<file path="src/pkg/smss_pkg.sv">
package smss_pkg;

  // byte width and transmit queue depth
  localparam int DATA_W = 8;
  localparam int FIFO_DEPTH = 16;

  // last edge index of a byte (sixteen edges) and the pair of the 8th sample
  localparam logic [3:0] LAST_EDGE = 4'hF;
  localparam logic [2:0] LAST_PAIR = 3'h7;

  // width of the half-period gap counter used by the checks
  localparam int GAP_W = 12;

  //////////////////////////////////////////////////////////////////////////
  // configuration bits, held steady by software
  typedef struct packed {
    logic portEnableBit;
    logic masterMode;
    logic singleWireSelect;
    logic sharedPinOutputEnable;
    logic lowBitFirst;
    logic clockPolarity;
    logic clockPhase;
    logic [2:0] prescaleField;
    logic [2:0] rateSelectField;
  } smss_ctrl_t;

  // pin levels as seen at the pads
  typedef struct packed {
    logic shiftClk;
    logic mosi;
    logic miso;
    logic selectN;
  } smss_pin_in_t;

  // pad drive, enable high while this block drives the pin
  typedef struct packed {
    logic shiftClkOut;
    logic shiftClkOe;
    logic mosiOut;
    logic mosiOe;
    logic misoOut;
    logic misoOe;
  } smss_pin_out_t;

  typedef enum logic [2:0] {
    ST_IDLE = 3'b001,
    ST_SHIFT = 3'b010,
    ST_FINISH = 3'b100
  } smss_state_t;

  //////////////////////////////////////////////////////////////////////////
  // whole state of the port core
  typedef struct packed {
    smss_state_t fsm;
    logic [2:0] preCnt;
    logic [7:0] rateCnt;
    logic [3:0] edgeCnt;
    logic shiftClkLevel;
    logic [DATA_W-1:0] shifter;
    logic [DATA_W-1:0] txBuf;
    logic [DATA_W-1:0] rxBuf;
    logic outBit;
    logic txEmpty;
    logic rxFull;
    logic [2:0] clkSync;
    logic [2:0] mosiSync;
    logic [2:0] misoSync;
    logic [2:0] selSync;
    logic clkLvl;
    logic mosiLvl;
    logic misoLvl;
    logic selLvl;
    smss_pin_out_t pins;
  } smss_core_t;

  // after reset: idle, transmit buffer empty, select seen as high
  localparam smss_core_t CORE_RST = '{fsm: ST_IDLE, txEmpty: 1'b1,
    selSync: 3'h7, selLvl: 1'b1, default: '0};

endpackage

</file>
<file path="src/hdl/smss_fifo.sv">
`timescale 1ns/1ps
module smss_fifo #(
  parameter int WIDTH = 8,
  parameter int DEPTH = 16
) (
  input wire logic clk,
  input wire logic sys_rst,
  input wire logic flush,
  input wire logic inValid,
  input wire logic [WIDTH-1:0] inData,
  output logic inReady,
  output logic outValid,
  output logic [WIDTH-1:0] outData,
  input wire logic outReady
);
  import smss_pkg::*;

  localparam int AW = $clog2(DEPTH);
  localparam int CW = AW + 1;

  // depth must be a power of two so the pointers wrap by themselves
  typedef struct packed {
    logic [DEPTH-1:0][WIDTH-1:0] mem;
    logic [AW-1:0] wrPtr;
    logic [AW-1:0] rdPtr;
    logic [CW-1:0] count;
    logic inReady;
    logic outValid;
    logic [WIDTH-1:0] outData;
  } smss_fifo_st_t;

  smss_fifo_st_t st;
  smss_fifo_st_t next_st;
  logic push;
  logic pop;
  logic load;

  //////////////////////////////////////////////////////////////////////////
  // storage plus a registered head word
  always_comb begin
    next_st = st;
    push = inValid && st.inReady;
    pop = st.outValid && outReady;
    load = (!st.outValid || pop) && (st.count != '0);
    if (push) begin
      next_st.mem[st.wrPtr] = inData;
      next_st.wrPtr = st.wrPtr + 1'b1;
    end
    if (load) begin
      next_st.outData = st.mem[st.rdPtr];
      next_st.rdPtr = st.rdPtr + 1'b1;
      next_st.outValid = 1'b1;
    end else if (pop) begin
      next_st.outValid = 1'b0;
    end
    next_st.count = st.count + CW'(push) - CW'(load);
    // ready is registered from the next count so the source sees full in the cycle the queue fills
    next_st.inReady = next_st.count != CW'(DEPTH);
    if (flush) begin
      next_st.wrPtr = '0;
      next_st.rdPtr = '0;
      next_st.count = '0;
      next_st.outValid = 1'b0;
      next_st.inReady = 1'b1;
    end
  end

  always_ff @(posedge clk or posedge sys_rst) begin
    if (sys_rst) begin
      st <= '{inReady: 1'b1, default: '0};
    end else begin
      st <= next_st;
    end
  end

  assign inReady = st.inReady;
  assign outValid = st.outValid;
  assign outData = st.outData;

endmodule

</file>
<file path="src/hdl/smss_port.sv">
`timescale 1ns/1ps
// Overview of operation
// RULE_01 - only a master starts a transfer; a slave waits for master clocks
// RULE_02 - master sends and captures bits in the same clock cycles
// RULE_03 - after a byte both shift registers hold each other's old byte
// RULE_04 - master drives the shift clock pin; slave takes it as input
// RULE_05 - partner holds select low; a deselected slave stays silent
// RULE_06 - written byte waits in transmit buffer until next transfer starts
// RULE_07 - finished byte is copied to a separate receive buffer
// RULE_08 - master: clock out, shifter to mosi, shifter input from miso
// RULE_09 - slave: clock from pin, shifter to miso, input from mosi
// RULE_10 - bit-rate generator runs from the bus clock only
// RULE_11 - prescale field divides bus clock by field value plus one
// RULE_12 - rate field further divides by two to the field plus one
// RULE_13 - with port disabled all four pins are released
// RULE_14 - master single-wire mode uses mosi as shared data pin
// RULE_15 - shared pin output enable bit sets shared pin direction
// RULE_16 - slave single-wire mode leaves mosi pin unused
// RULE_17 - slave single-wire uses miso as shared pin; master leaves it
// RULE_18 - disabling aborts transfer, empties buffers, clears full, sets empty
// RULE_19 - low-bit-first bit picks lsb-first, else msb-first
// RULE_20 - a byte is eight clock cycles; commit after eighth sample
module smss_port (
  input wire logic clk,
  input wire logic sys_rst,
  input wire smss_pkg::smss_ctrl_t ctrl,
  input wire logic dataWrValid,
  input wire logic [smss_pkg::DATA_W-1:0] dataWrByte,
  output logic dataWrReady,
  input wire logic dataRdStrobe,
  output logic [smss_pkg::DATA_W-1:0] shiftDataRegister,
  output logic receiveFullFlag,
  output logic transmitEmptyFlag,
  input wire smss_pkg::smss_pin_in_t pinIn,
  output smss_pkg::smss_pin_out_t pinOut
);
  import smss_pkg::*;

  smss_core_t st;
  smss_core_t next_st;
  logic fifoValid;
  logic [DATA_W-1:0] fifoData;
  logic fClk;
  logic fMosi;
  logic fMiso;
  logic fSel;
  logic selected;
  logic isMaster;
  logic serIn;
  logic clkEdge;
  logic preTick;
  logic halfTick;
  logic doLoad;
  logic doEdge;
  logic sampleEdge;
  logic commit;

  //////////////////////////////////////////////////////////////////////////
  // helpers

  // a new level counts only once the second and third stages agree
  function automatic logic filt(input logic [2:0] s, input logic lvl);
    return (s[1] == s[2]) ? s[2] : lvl;
  endfunction

  // bit leaving the shifter, end picked by the order bit
  function automatic logic outBitOf(input logic [DATA_W-1:0] sh,
                                    input logic lsbf);
    return lsbf ? sh[0] : sh[DATA_W-1];
  endfunction

  function automatic logic [DATA_W-1:0] shiftIn(
    input logic [DATA_W-1:0] sh, input logic b, input logic lsbf);
    return lsbf ? {b, sh[DATA_W-1:1]} : {sh[DATA_W-2:0], b};
  endfunction

  // half period in prescaled ticks is two to the field
  function automatic logic [7:0] rateLimit(input logic [2:0] r);
    return (8'h01 << r) - 8'h01;
  endfunction

  //////////////////////////////////////////////////////////////////////////
  // transmit queue in front of the transmit buffer
  smss_fifo #(
    .WIDTH(DATA_W),
    .DEPTH(FIFO_DEPTH)
  ) i_smss_fifo (
    .clk(clk),
    .sys_rst(sys_rst),
    .flush(!ctrl.portEnableBit),
    .inValid(dataWrValid),
    .inData(dataWrByte),
    .inReady(dataWrReady),
    .outValid(fifoValid),
    .outData(fifoData),
    .outReady(st.txEmpty)
  );

  //////////////////////////////////////////////////////////////////////////
  // next state of the port core
  always_comb begin
    next_st = st;
    // pad synchronisers, the first stage only feeds the second
    next_st.clkSync = {st.clkSync[1:0], pinIn.shiftClk};
    next_st.mosiSync = {st.mosiSync[1:0], pinIn.mosi};
    next_st.misoSync = {st.misoSync[1:0], pinIn.miso};
    next_st.selSync = {st.selSync[1:0], pinIn.selectN};
    fClk = filt(st.clkSync, st.clkLvl);
    fMosi = filt(st.mosiSync, st.mosiLvl);
    fMiso = filt(st.misoSync, st.misoLvl);
    fSel = filt(st.selSync, st.selLvl);
    next_st.clkLvl = fClk;
    next_st.mosiLvl = fMosi;
    next_st.misoLvl = fMiso;
    next_st.selLvl = fSel;
    isMaster = ctrl.masterMode;
    selected = !fSel; // RULE_05
    clkEdge = fClk != st.clkLvl; // RULE_09

    // input pin: miso for master, mosi for slave, swapped in single-wire
    serIn = (isMaster ^ ctrl.singleWireSelect) ? fMiso : fMosi; // RULE_08

    // bit-rate divider, counts bus clocks only outside ST_IDLE (while shifting or finishing)
    preTick = 1'b0;
    halfTick = 1'b0;
    if (st.fsm != ST_IDLE) begin // RULE_10
      if (st.preCnt == ctrl.prescaleField) begin // RULE_11
        next_st.preCnt = '0;
        preTick = 1'b1;
      end else begin
        next_st.preCnt = st.preCnt + 3'h1;
      end
      if (preTick) begin
        if (st.rateCnt == rateLimit(ctrl.rateSelectField)) begin // RULE_12
          next_st.rateCnt = '0;
          halfTick = 1'b1;
        end else begin
          next_st.rateCnt = st.rateCnt + 8'h01;
        end
      end
    end

    // software read clears the full flag; a commit below wins
    if (dataRdStrobe) begin
      next_st.rxFull = 1'b0;
    end

    // sequencer
    doLoad = 1'b0;
    doEdge = 1'b0;
    unique case (st.fsm)
      ST_IDLE: begin
        next_st.shiftClkLevel = ctrl.clockPolarity;
        next_st.preCnt = '0;
        next_st.rateCnt = '0;
        next_st.edgeCnt = '0;
        // slave never starts on its own, it waits to be selected
        doLoad = isMaster ? !st.txEmpty : selected; // RULE_01
        if (doLoad) begin
          next_st.fsm = ST_SHIFT;
        end
      end
      ST_SHIFT: begin
        if (isMaster) begin
          doEdge = halfTick;
        end else if (!selected) begin
          // deselect mid-byte drops the partial byte
          next_st.fsm = ST_IDLE; // RULE_05
        end else begin
          doEdge = clkEdge; // RULE_09
        end
        if (doEdge && st.edgeCnt == LAST_EDGE) begin // RULE_20
          next_st.fsm = isMaster ? ST_FINISH : ST_IDLE;
        end
      end
      ST_FINISH: begin
        // one idle half period between master bytes
        if (halfTick) begin
          next_st.fsm = ST_IDLE;
        end
      end
    endcase

    // queued byte enters the shifter at the start of a transfer
    if (doLoad) begin
      if (!st.txEmpty) begin
        next_st.shifter = st.txBuf; // RULE_06
        next_st.txEmpty = 1'b1;
      end
      next_st.outBit = outBitOf(next_st.shifter, ctrl.lowBitFirst); // RULE_19
    end

    // sample on one edge of each pair, drive on the other
    sampleEdge = st.edgeCnt[0] == ctrl.clockPhase;
    commit = 1'b0;
    if (doEdge) begin
      next_st.edgeCnt = st.edgeCnt + 4'h1;
      if (isMaster) begin
        next_st.shiftClkLevel = !st.shiftClkLevel; // RULE_04
      end
      if (sampleEdge) begin
        // shifting in while the old bits leave swaps the bytes
        next_st.shifter = shiftIn(st.shifter, serIn,
                                  ctrl.lowBitFirst); // RULE_02 RULE_03
        commit = st.edgeCnt[3:1] == LAST_PAIR; // RULE_20
      end else begin
        // drive on the opposite edge so the partner sees stable data
        next_st.outBit = outBitOf(st.shifter, ctrl.lowBitFirst); // RULE_19
      end
    end

    // an unread byte is kept; the new one is lost on overrun
    if (commit && (!st.rxFull || dataRdStrobe)) begin
      next_st.rxBuf = next_st.shifter; // RULE_07
      next_st.rxFull = 1'b1;
    end

    // refill the transmit buffer from the queue
    if (fifoValid && st.txEmpty) begin
      next_st.txBuf = fifoData; // RULE_06
      next_st.txEmpty = 1'b0;
    end

    // disable aborts everything and empties the buffers
    if (!ctrl.portEnableBit) begin
      next_st.fsm = ST_IDLE; // RULE_18
      next_st.txEmpty = 1'b1;
      next_st.rxFull = 1'b0;
      next_st.edgeCnt = '0;
      next_st.preCnt = '0;
      next_st.rateCnt = '0;
      next_st.shiftClkLevel = ctrl.clockPolarity;
    end

    // pin routing, all released while disabled
    next_st.pins = '0; // RULE_13
    if (ctrl.portEnableBit) begin
      if (isMaster) begin
        next_st.pins.shiftClkOut = next_st.shiftClkLevel; // RULE_04
        next_st.pins.shiftClkOe = 1'b1;
        next_st.pins.mosiOut = next_st.outBit; // RULE_08 RULE_14
        next_st.pins.mosiOe = ctrl.singleWireSelect ?
                              ctrl.sharedPinOutputEnable : 1'b1; // RULE_15
      end else begin
        // mosi is never driven by a slave, in single-wire it is unused
        next_st.pins.misoOut = next_st.outBit; // RULE_09 RULE_16
        next_st.pins.misoOe = selected &&
          (ctrl.singleWireSelect ?
           ctrl.sharedPinOutputEnable : 1'b1); // RULE_05 RULE_17
      end
    end
  end

  always_ff @(posedge clk or posedge sys_rst) begin
    if (sys_rst) begin
      st <= CORE_RST;
    end else begin
      st <= next_st;
    end
  end

  assign shiftDataRegister = st.rxBuf;
  assign receiveFullFlag = st.rxFull;
  assign transmitEmptyFlag = st.txEmpty;
  assign pinOut = st.pins;

  // cycles since the last master clock toggle
  logic [GAP_W-1:0] gapCnt;
  logic [GAP_W-1:0] gapWant;
  always_ff @(posedge clk or posedge sys_rst) begin
    if (sys_rst) begin
      gapCnt <= '0;
    end else if (next_st.shiftClkLevel != st.shiftClkLevel) begin
      gapCnt <= '0;
    end else begin
      gapCnt <= gapCnt + 12'h001;
    end
  end
  assign gapWant = ({9'h000, ctrl.prescaleField} + 12'h001)
                   << ctrl.rateSelectField;
endmodule

</file>
<file path="config.mk">
export PLATFORM = sky130hd
export DESIGN_NAME = smss_port
export DESIGN_NICKNAME = d
export VERILOG_FILES = /design/src/pkg/smss_pkg.sv /design/src/hdl/smss_fifo.sv /design/src/hdl/smss_port.sv
export SDC_FILE = /design/constraint.sdc
export NUM_CORES = 1
export LEC_CHECK = 0
export ABC_AREA = 1
export BUFFER_PORTS_ARGS = -buffer_cell sky130_fd_sc_hd__buf_4
export CAP_MARGIN = 25
export CORE_MARGIN = 2
export CORE_UTILIZATION = 35
export DETAILED_ROUTE_END_ITERATION = 10
export PLACE_DENSITY = 0.53
export SLEW_MARGIN = 20
export SYNTH_ARGS = -nofsm -noshare
export SYNTH_HDL_FRONTEND = slang
export SYNTH_SLANG_ARGS = --single-unit
export TNS_END_PERCENT = 30
</file>
<file path="constraint.sdc">
create_clock -name clk -period 17.9 [get_ports clk]
set_input_delay 0.895 -clock clk [delete_from_list [all_inputs] [get_ports clk]]
set_output_delay 0.895 -clock clk [all_outputs]
set_load 0.05 [all_outputs]
</file>
== Yosys cells after proc, flatten, opt, wreduce, memory -nomap -nowiden ==
Cells that the tools add are included.

* Bits of input ports: 29
* Logic and storage cells: 164
* Output and inout bits: 17
* Bits in registers: 219

* Magnitude comparators: 3
* Shifts and indexed selects: 1
* Equal/unequal tests: 27
* $add $sub $neg: 8
* Bitwise logic cells: 1
* Mux-type cells: 60
* Reductions and logical operators: 17

{| class="wikitable"
|+ Operators by type and width
! cell !! count
|-
| $bwmux W128 || 1
|-
| $mux W8 || 8
|-
| $bmux W8 S4 || 1
|-
| $demux W8 S4 || 1
|-
| $mux W1 || 29
|-
| $mux W3 || 7
|-
| $ne A3 B1 Y1 const B || 7
|-
| $mux W19 || 1
|-
| $mux W16 || 1
|-
| $mux W15 || 1
|-
| $mux W13 || 1
|-
| $add A4 B1 Y4 const B || 3
|-
| $mux W4 || 3
|-
| $mux W11 || 1
|-
| $lt A4 B5 Y1 const B || 2
|-
| $pmux W3 S3 || 1
|-
| $add A8 B1 Y8 const B || 1
|-
| $eq A8 B8 Y1 || 1
|-
| $ne A4 B4 Y1 const B || 2
|-
| $shl A1 B3 Y8 const A || 1
|-
| $sub A8 B1 Y8 const B || 1
|-
| $logic_and A1 B1 Y1 || 7
|-
| $eq A3 B3 Y1 const B || 2
|-
| $mux W2 || 3
|-
| 20 further kinds || 31
|}

== Longest topological paths before layout ==
Gate-level depths: netlist of the first run.

* Depth after elaboration: 14
* Depth in mapped cells: 17
* Depth with buffers taken out: 15

== Cells and area by module ==
From an unflattened synthesis of the first run, not the netlist that was laid out.

* Cell total of the unflattened synthesis: 1461
* Area total of the unflattened synthesis: 11453.5 µm²

{| class="wikitable"
|+ By module, submodules not included
! module !! cells each !! instances !! area each (µm²) !! sequential area each (µm²)
|-
| smss_fifo || 973 || 1 || 7644.8 || 3779.9
|-
| smss_port || 488 || 1 || 3808.7 || 1709.1
|}

== Worst setup path before layout of the first run ==
No wires, ideal clock.

* Kind: register to register
* Start: reg st (netlist bit transmitEmptyFlag)
* End: reg i_smss_fifo.st (netlist bit i_smss_fifo.inReady)
* Cell stages (with the launch flop): 16
* Path slack: 14.932 ns
* Arrival time: 2.877 ns
* Cells stage by stage: dfstp_2 buf_2 inv_2 a21oi_1 buf_2 clkbuf_1 ha_1 inv_1 ha_1 fa_1 nand2_1 a21oi_1 nor2_1 xor2_1 nor2_1 nand4_1

{| class="wikitable"
|+ RTL lines
! item !! line !! source
|-
| start: declaration || smss_port.sv:39 || <nowiki>smss_core_t st;</nowiki>
|-
| start signal: assignment || smss_port.sv:258 || <nowiki>st <= next_st;</nowiki>
|-
| end signal: assignment || smss_fifo.sv:72 || <nowiki>st <= next_st;</nowiki>
|-
| end: declaration || smss_fifo.sv:32 || <nowiki>smss_fifo_st_t st;</nowiki>
|}

== Worst setup path after layout of the first run ==
* Start: reg i_smss_fifo.st[15] (netlist name)
* End: reg i_smss_fifo.st (netlist bit i_smss_fifo.outData[3])

* Word-level cells in the longest chain between the ends: 2

{| class="wikitable"
|+ RTL lines
! item !! line !! source
|-
| $bmux W8 S4 || smss_fifo.sv:50 || <nowiki>next_st.outData = st.mem[st.rdPtr];</nowiki>
|-
| $mux W8 (implied by the code) || smss_fifo.sv:50 ||
|}

Every way passes these cells. The select of a mux whose other input is x is not followed.
A chain may end at the register's enable or synchronous reset.

==> impl_metrics.tcl, run 1 <==
set metrics [dict create \
    status "complete, no violations" \
    num_io_pins 46 \
    report.final.slew_viol_count 0 \
    period_needed_ps 2853 \
    worstSetupPathType "reg -> reg" \
    ys_seq_area_share_pct 52.05 \
    die_h_um 177.6 \
    start_kind "flop" \
    grt_pass1_vias 7919 \
    final_core_utilization_pct 39.99 \
    ir_worst_vdd_uv 80.54 \
    clock_path_buffers 3 \
    fp.coreArea_mm2 0.02964 \
    io_buffers 45 \
    cts-root-buf "clkbuf_16" \
    rrSetupSlack_ps 15050 \
    r2r_start "i_smss_fifo.st[15]$_DFFE_PP0P_" \
    clock.fmax_mhz 350.4 \
    powerDensity_mw_per_mm2 135.2 \
    route.detailed.drc 0 \
    drt-initial-drc-count 474 \
    setup_violations 0 \
    via_per_inst 4.964 \
    synth.net_count 1258 \
    ys_types 45 \
    setup_ws_ps 15050 \
    die_x_um 177.6 \
    place.gp.congestion 0.8125 \
    ys.flop_type "dfrtp_1" \
    crit_fanout 67 \
    cts_buffers 24 \
    ys_ff_latch 219 \
    grt_pass1_wl_mm 43.77 \
    path_clk_slew_ps 70 \
    preCtsSetupSlack_ps 15090 \
    end_kind "flop" \
    cts_tree "yes" \
    grt_max_degree 89 \
    synthArstFlopShare_pct 100.0 \
    layout-drive-gt1-share_pct 12.24 \
    crit_start "i_smss_fifo.st[15]$_DFFE_PP0P_" \
    r2r_end "i_smss_fifo.outData[3]$_DFFE_PP0P_" \
    final_hold_viol_count 0 \
    synth_area_mm2 0.01055 \
    clkSinkCount 219 \
    p_leak_nw 5.568 \
    layout.nets 1262 \
    rsz0062_at_grt "false" \
    start_util_pct 35.58 \
    cp.required_ps 18320 \
    dp_hpwl_mm 17.50 \
    routed-via-count 8061 \
    max_slew_margin_pct 37.69 \
    synth_edf_count 0 \
    diodes 0 \
    htree_levels 1 \
    grt_overflow 0 \
    antenna_found_initial 0 \
    syn_inst 1214 \
    worst_slew_pin_slew_ps 934.6 \
    cap_violations 0 \
    drtPass1Iterations 5 \
    dieArea_mm2 0.03154 \
    post_cts_buffers 0 \
    fin_crit_sh_pct 15.94 \
    fin_skew_ps 27.44 \
    syn_to_final_growth_pct 12.40 \
    cts_hold_buf 0 \
    arrival_ps 3270 \
    ant_nets 0 \
    wl_per_cell_um 16.36 \
    row_count 63 \
    wirelength_mm 26.57 \
    track_usage_pct 17.39 \
    hp-class "reg -> reg" \
    endpoint "i_smss_fifo.outData[3]$_DFFE_PP0P_" \
    insertion_delay_ps 540 \
    reg2reg_depth 9 \
    tns_ps 0 \
    ctsResizeCount 0 \
    whs_path_depth 0 \
    synth.avg_cell_area_um2 8.687 \
    yosysWarnings 0 \
]
[how the worst min path moves through the flow]
stage / startpoint / to / slack (ps)
finish: next_st[14]$_DFF_PP0_ / next_st[15]$_DFF_PP0_ / 350
global route: next_st[11]$_DFF_PP1_ / next_st[12]$_DFF_PP1_ / 360
CTS: next_st[14]$_DFF_PP0_ / next_st[15]$_DFF_PP0_ / 350
detailed placement: next_st[17]$_DFF_PP0_ / next_st[18]$_DFF_PP0_ / 340
global placement: next_st[14]$_DFF_PP0_ / next_st[15]$_DFF_PP0_ / 330
floorplan: next_st[14]$_DFF_PP0_ / next_st[15]$_DFF_PP0_ / 330
[cell usage after synthesis, types with 3 or more instances]
cell type,instances,share of area [%]
nand2_1,300,11
dfrtp_1,212,50
o21ai_0,192,9.1
nor2_1,91,3.2
inv_1,85,3.0
nand3_1,43,2.0
clkbuf_1,42,1.5
mux2i_1,32,3.0
o211ai_1,23,1.6
nand2_2,20,1.2
buf_4,16,1.1
o221ai_1,16,1.3
ha_1,14,1.7
a21oi_1,11,0.52
nand3_2,11,1.0
o22ai_1,11,0.65
xnor2_1,9,0.75
buf_2,8,0.38
o21ai_1,8,0.38
dfstp_2,7,1.7
o21ai_2,7,0.58
inv_2,6,0.21
nor3_1,5,0.24
xor2_1,5,0.42
buf_1,4,0.14
nand4_1,4,0.24
buf_6,3,0.32
clkinv_1,3,0.11
nor2_4,3,0.32
nor4_1,3,0.18
[state kept, by name (all words and copies together), names as in the netlist]
register and flops:
i_smss_fifo.inReady 1, pinOut 6, st 44, next_st 8, receiveFullFlag 1, shiftDataRegister 8, transmitEmptyFlag 1, i_smss_fifo.outValid 1
i_smss_fifo.st 141, i_smss_fifo.outData 8
[area by class of cell]
class	count	area, um2
fillers	3029	17780
clock buffers	37	719.4
multi-input cells	827	4323
inverters	94	360.3
clock inverters	5	61.31
flip-flops and latches	219	5492
repair buffers	52	410.4
well taps	390	488.0
[per-stage QoR]
| step | instances | cell area [um2] | total power, W | hold WS (ps) |
|---|---|---|---|---|
| floorplan | 1214 | 10550 | 0.0009912 | 331.2 |
| global placement | 1581 | 11050 | 0.001117 | 333.6 |
| detailed placement | 1582 | 11070 | 0.001121 | 342.5 |
| CTS | 1624 | 11850 | 0.001620 | 351.8 |
| global route | 1624 | 11850 | 0.001716 | 362.5 |
| finish | 1624 | 11850 | 0.001602 | 348.4 |
[layout by cell type (no fill, tap or decap), drive strengths merged, types with 3 or more instances in the layout]
cell and instances:
dfstp 7, mux2i 32, inv 90, nand3 55
clkbuf 37, ha 14, o22ai 11, o221ai 16
nor3 6, nor2 95, o21ai 207, nor4 3
nand4 6, buf 52, xnor2 9, clkinv 8
nand2 320, xor2 6, dfrtp 212, a21oi 11
o211ai 23
[critical path, stage by stage, from the launching register on]
cell,delay (ps)
dfrtp_2,340
buf_4,620
clkinv_1,550
buf_4,400
nor2_1,140
o22ai_1,90
o211ai_1,270
nand2_1,90
nand2_1,70
o21ai_0,80
[metal layers]
layer | share of wire [%] | up-vias | track usage [%]
li1 | - | 4012 | -
met1 | 48 | 3843 | 24.16
met2 | 46 | 157 | 28.42
met3 | 3.7 | 49 | 2.121
met4 | 2.8 | 0 | 5.191
met5 | 0 | - | 0
[logic make-up (layout without fill, tap and decap cells)]
kind of cell    after synthesis  count (layout)  synth area share (%)
simple gates                488             488                 19.96
compound gates              277             277                 14.83
xor+xnor                     15              15                 1.317
buf+inv                     168             188                 6.964
flops                       219             219                 52.05
fa+ha+maj                    15              15                 1.851
mux                          32              32                 3.037
[report_power, final]
group | internal (W) | switching (W)
Combinational | 0.000158 | 0.000310
Clock | 0.000290 | 0.000202
Sequential | 0.000589 | 0.0000543
(Power assumes the default switching activity.)
==> run 2: changes to the inputs <==
- PLACE_DENSITY: 0.53 -> 0.55
- clock period: 17.9 -> 2.48 ns (I/O delays scaled with it)
==> impl_metrics.tcl, run 2 (synthesis results as in run 1) <==
set metrics [dict create \
    p_comb_share_pct 29.1 \
    switching_share_pct 34.31 \
    route.detailed.drc 0 \
    path_clk_slew_ps 60 \
    ant_nets 0 \
    cts_buffers 24 \
    multi_input_area_mm2 0.004332 \
    htree_levels 1 \
    worstSetupPathType "reg -> reg" \
    status "complete, no violations" \
    fp.coreArea_mm2 0.02964 \
    ir_worst_vdd_uv 605.2 \
    power.share.clock_pct 31.7 \
    design_area_mm2 0.01225 \
    report.final.slew_viol_count 0 \
    critPathMaxStageDelay_ps 390 \
    diodes 0 \
    drt-initial-drc-count 490 \
    setup_ws_ps 134.8 \
    hp-class "in -> reg" \
    sequentialPowerShare_pct 39.3 \
    row_count 63 \
    grt_pass1_wl_mm 42.39 \
    clock.fmax_mhz 426.4 \
    dp_hpwl_mm 16.76 \
    hp-start "dataWrValid" \
    arrival_ps 2770 \
    clkSinkCount 219 \
    hold-worst-slack_ps 99.97 \
    powerDensity_mw_per_mm2 968.6 \
    r2r_start "i_smss_fifo.st[13]$_DFF_PP0_" \
    worst_slew_pin_slew_ps 625.2 \
    syn_to_final_growth_pct 16.18 \
    rsz0062_at_grt "true" \
    grt_pass1_vias 7865 \
    start_kind "flop" \
    antenna_found_initial 0 \
    grt_max_degree 49 \
    num_io_pins 46 \
    reg_top3 "i_smss_fifo.st: 141 flops, st: 44 flops" \
    clock_path_buffers 3 \
    place.gp.congestion 0.7821 \
    fin_crit_sh_pct 94.56 \
    crit_start "i_smss_fifo.st[13]$_DFF_PP0_" \
    crit_chain "inv_1 > ha_1 > nand3_1 > nor2_1 > a21oi_1 > ha_1 > inv_1 > ha_1 > fa_2 > nand2_1 > a21oi_1 > nor2_1 > xor2_1 > nor2_1 > nand4_1" \
    register_area_mm2 0.005492 \
    largest_register_ffs 141 \
    max_slew_margin_pct 58.27 \
    final_cell_mix "nand2_1, dfrtp_1, o21ai_0" \
    p_sw_w 0.004072 \
    layout-drive-gt1-share_pct 13.63 \
    track_usage_pct 16.73 \
    io_buffers 45 \
    start_util_pct 35.58 \
    via_per_inst 4.904 \
    preCtsSetupSlack_ps 83.71 \
    routed-via-count 8101 \
    cts-root-buf "clkbuf_16" \
    fin_skew_ps 15.43 \
    insertion_delay_ps 530 \
    n_fill_cell 2964 \
    setup_violations 0 \
    wl_per_cell_um 15.47 \
    wirelength_mm 25.56 \
    cts_tree "yes" \
    final_hold_viol_count 0 \
    place_area_mm2 0.01125 \
    grt_overflow 0 \
    cap_violations 0 \
    max_flop_register "i_smss_fifo.st" \
    cp.required_ps 2910 \
    crit_fanout 2 \
    layout.nets 1290 \
    p_int_w 0.007795 \
    die_x_um 177.6 \
    die_h_um 177.6 \
    dieArea_mm2 0.03154 \
    slowest_stage "dfrtp_1" \
    layout_commonest_cell "nand2_1" \
    p_leak_nw 5.753 \
    end_kind "flop" \
    period_needed_ps 2345 \
    drtPass1Iterations 5 \
]
[run 2: layer usage]
metal,vias up,global-route usage (%),share of wire [%]
met5,-,0,0
met4,0,4.337,2.3
met3,41,2.185,3.7
met2,140,27.29,46
met1,3867,23.45,48
li1,4053,-,-
[run 2: timing repair]
action                                 in CTS  in global routing
endpoints found under the hold margin     134                  0
hold buffers                               14                  0
resized for setup                           0                  2
buffers inserted                            0                  1
setup endpoints to repair                   0                  3
[run 2: final timing paths]
check	end	slack [ps]	cells after the start
worst max-delay path	i_smss_fifo.inReady$_DFF_PP1_	130	15
worst min-delay path	i_smss_fifo.st[20]$_DFFE_PP0P_	100	3
worst max register to register	i_smss_fifo.inReady$_DFF_PP1_	130	15
worst min register to register	next_st[12]$_DFF_PP1_	360	0
max in group asynchronous	transmitEmptyFlag$_DFFE_PP1P_	1510	5
min in group asynchronous	i_smss_fifo.st[136]$_DFFE_PP0P_	150	3
[run 2: worst max-delay path, delay by kind of cell, from the launching register on]
kind	cells	cell delay [ps]
adders and majority gates	4	990
AOI/OAI and AO/OA	2	120
buffers and inverters	2	120
xor gates and xnor gates	1	80
DFF	1	390
and+or+nand+nor	6	580
[run 2: power groups by stage]
stage / Combinational, W / Clock, W / Sequential (W)
5_1_grt: 0.00393 / 0.00402 / 0.00474
3_5_place_dp: 0.00345 / 0 / 0.00472
6_report: 0.00345 / 0.00376 / 0.00466
4_1_cts: 0.00348 / 0.00386 / 0.00466
3_3_place_gp: 0.00340 / 0 / 0.00470
2_1_floorplan: 0.00255 / 0 / 0.00460
[run 2: stage by stage]
step	utilization, %	power (W)	TNS, ps	std cells
4_1_cts	41.29	0.01200	0	1651
3_5_place_dp	37.95	0.008167	0	1595
2_1_floorplan	-	0.007155	-106050	1214
3_3_place_gp	37.95	0.008109	0	1595
6_report	41.34	0.01187	0	1652
5_1_grt	41.34	0.01268	-212.1	1652
[run 2: final cells by class]
class	count	area share [%]
Timing Repair Buffer	80	6.004
Inverter	94	2.910
Clock buffer	36	6.168
Sequential cell	219	44.82
Clock inverter	6	0.7659
Multi-Input combinational cell	827	35.35
Tap cell	390	3.982
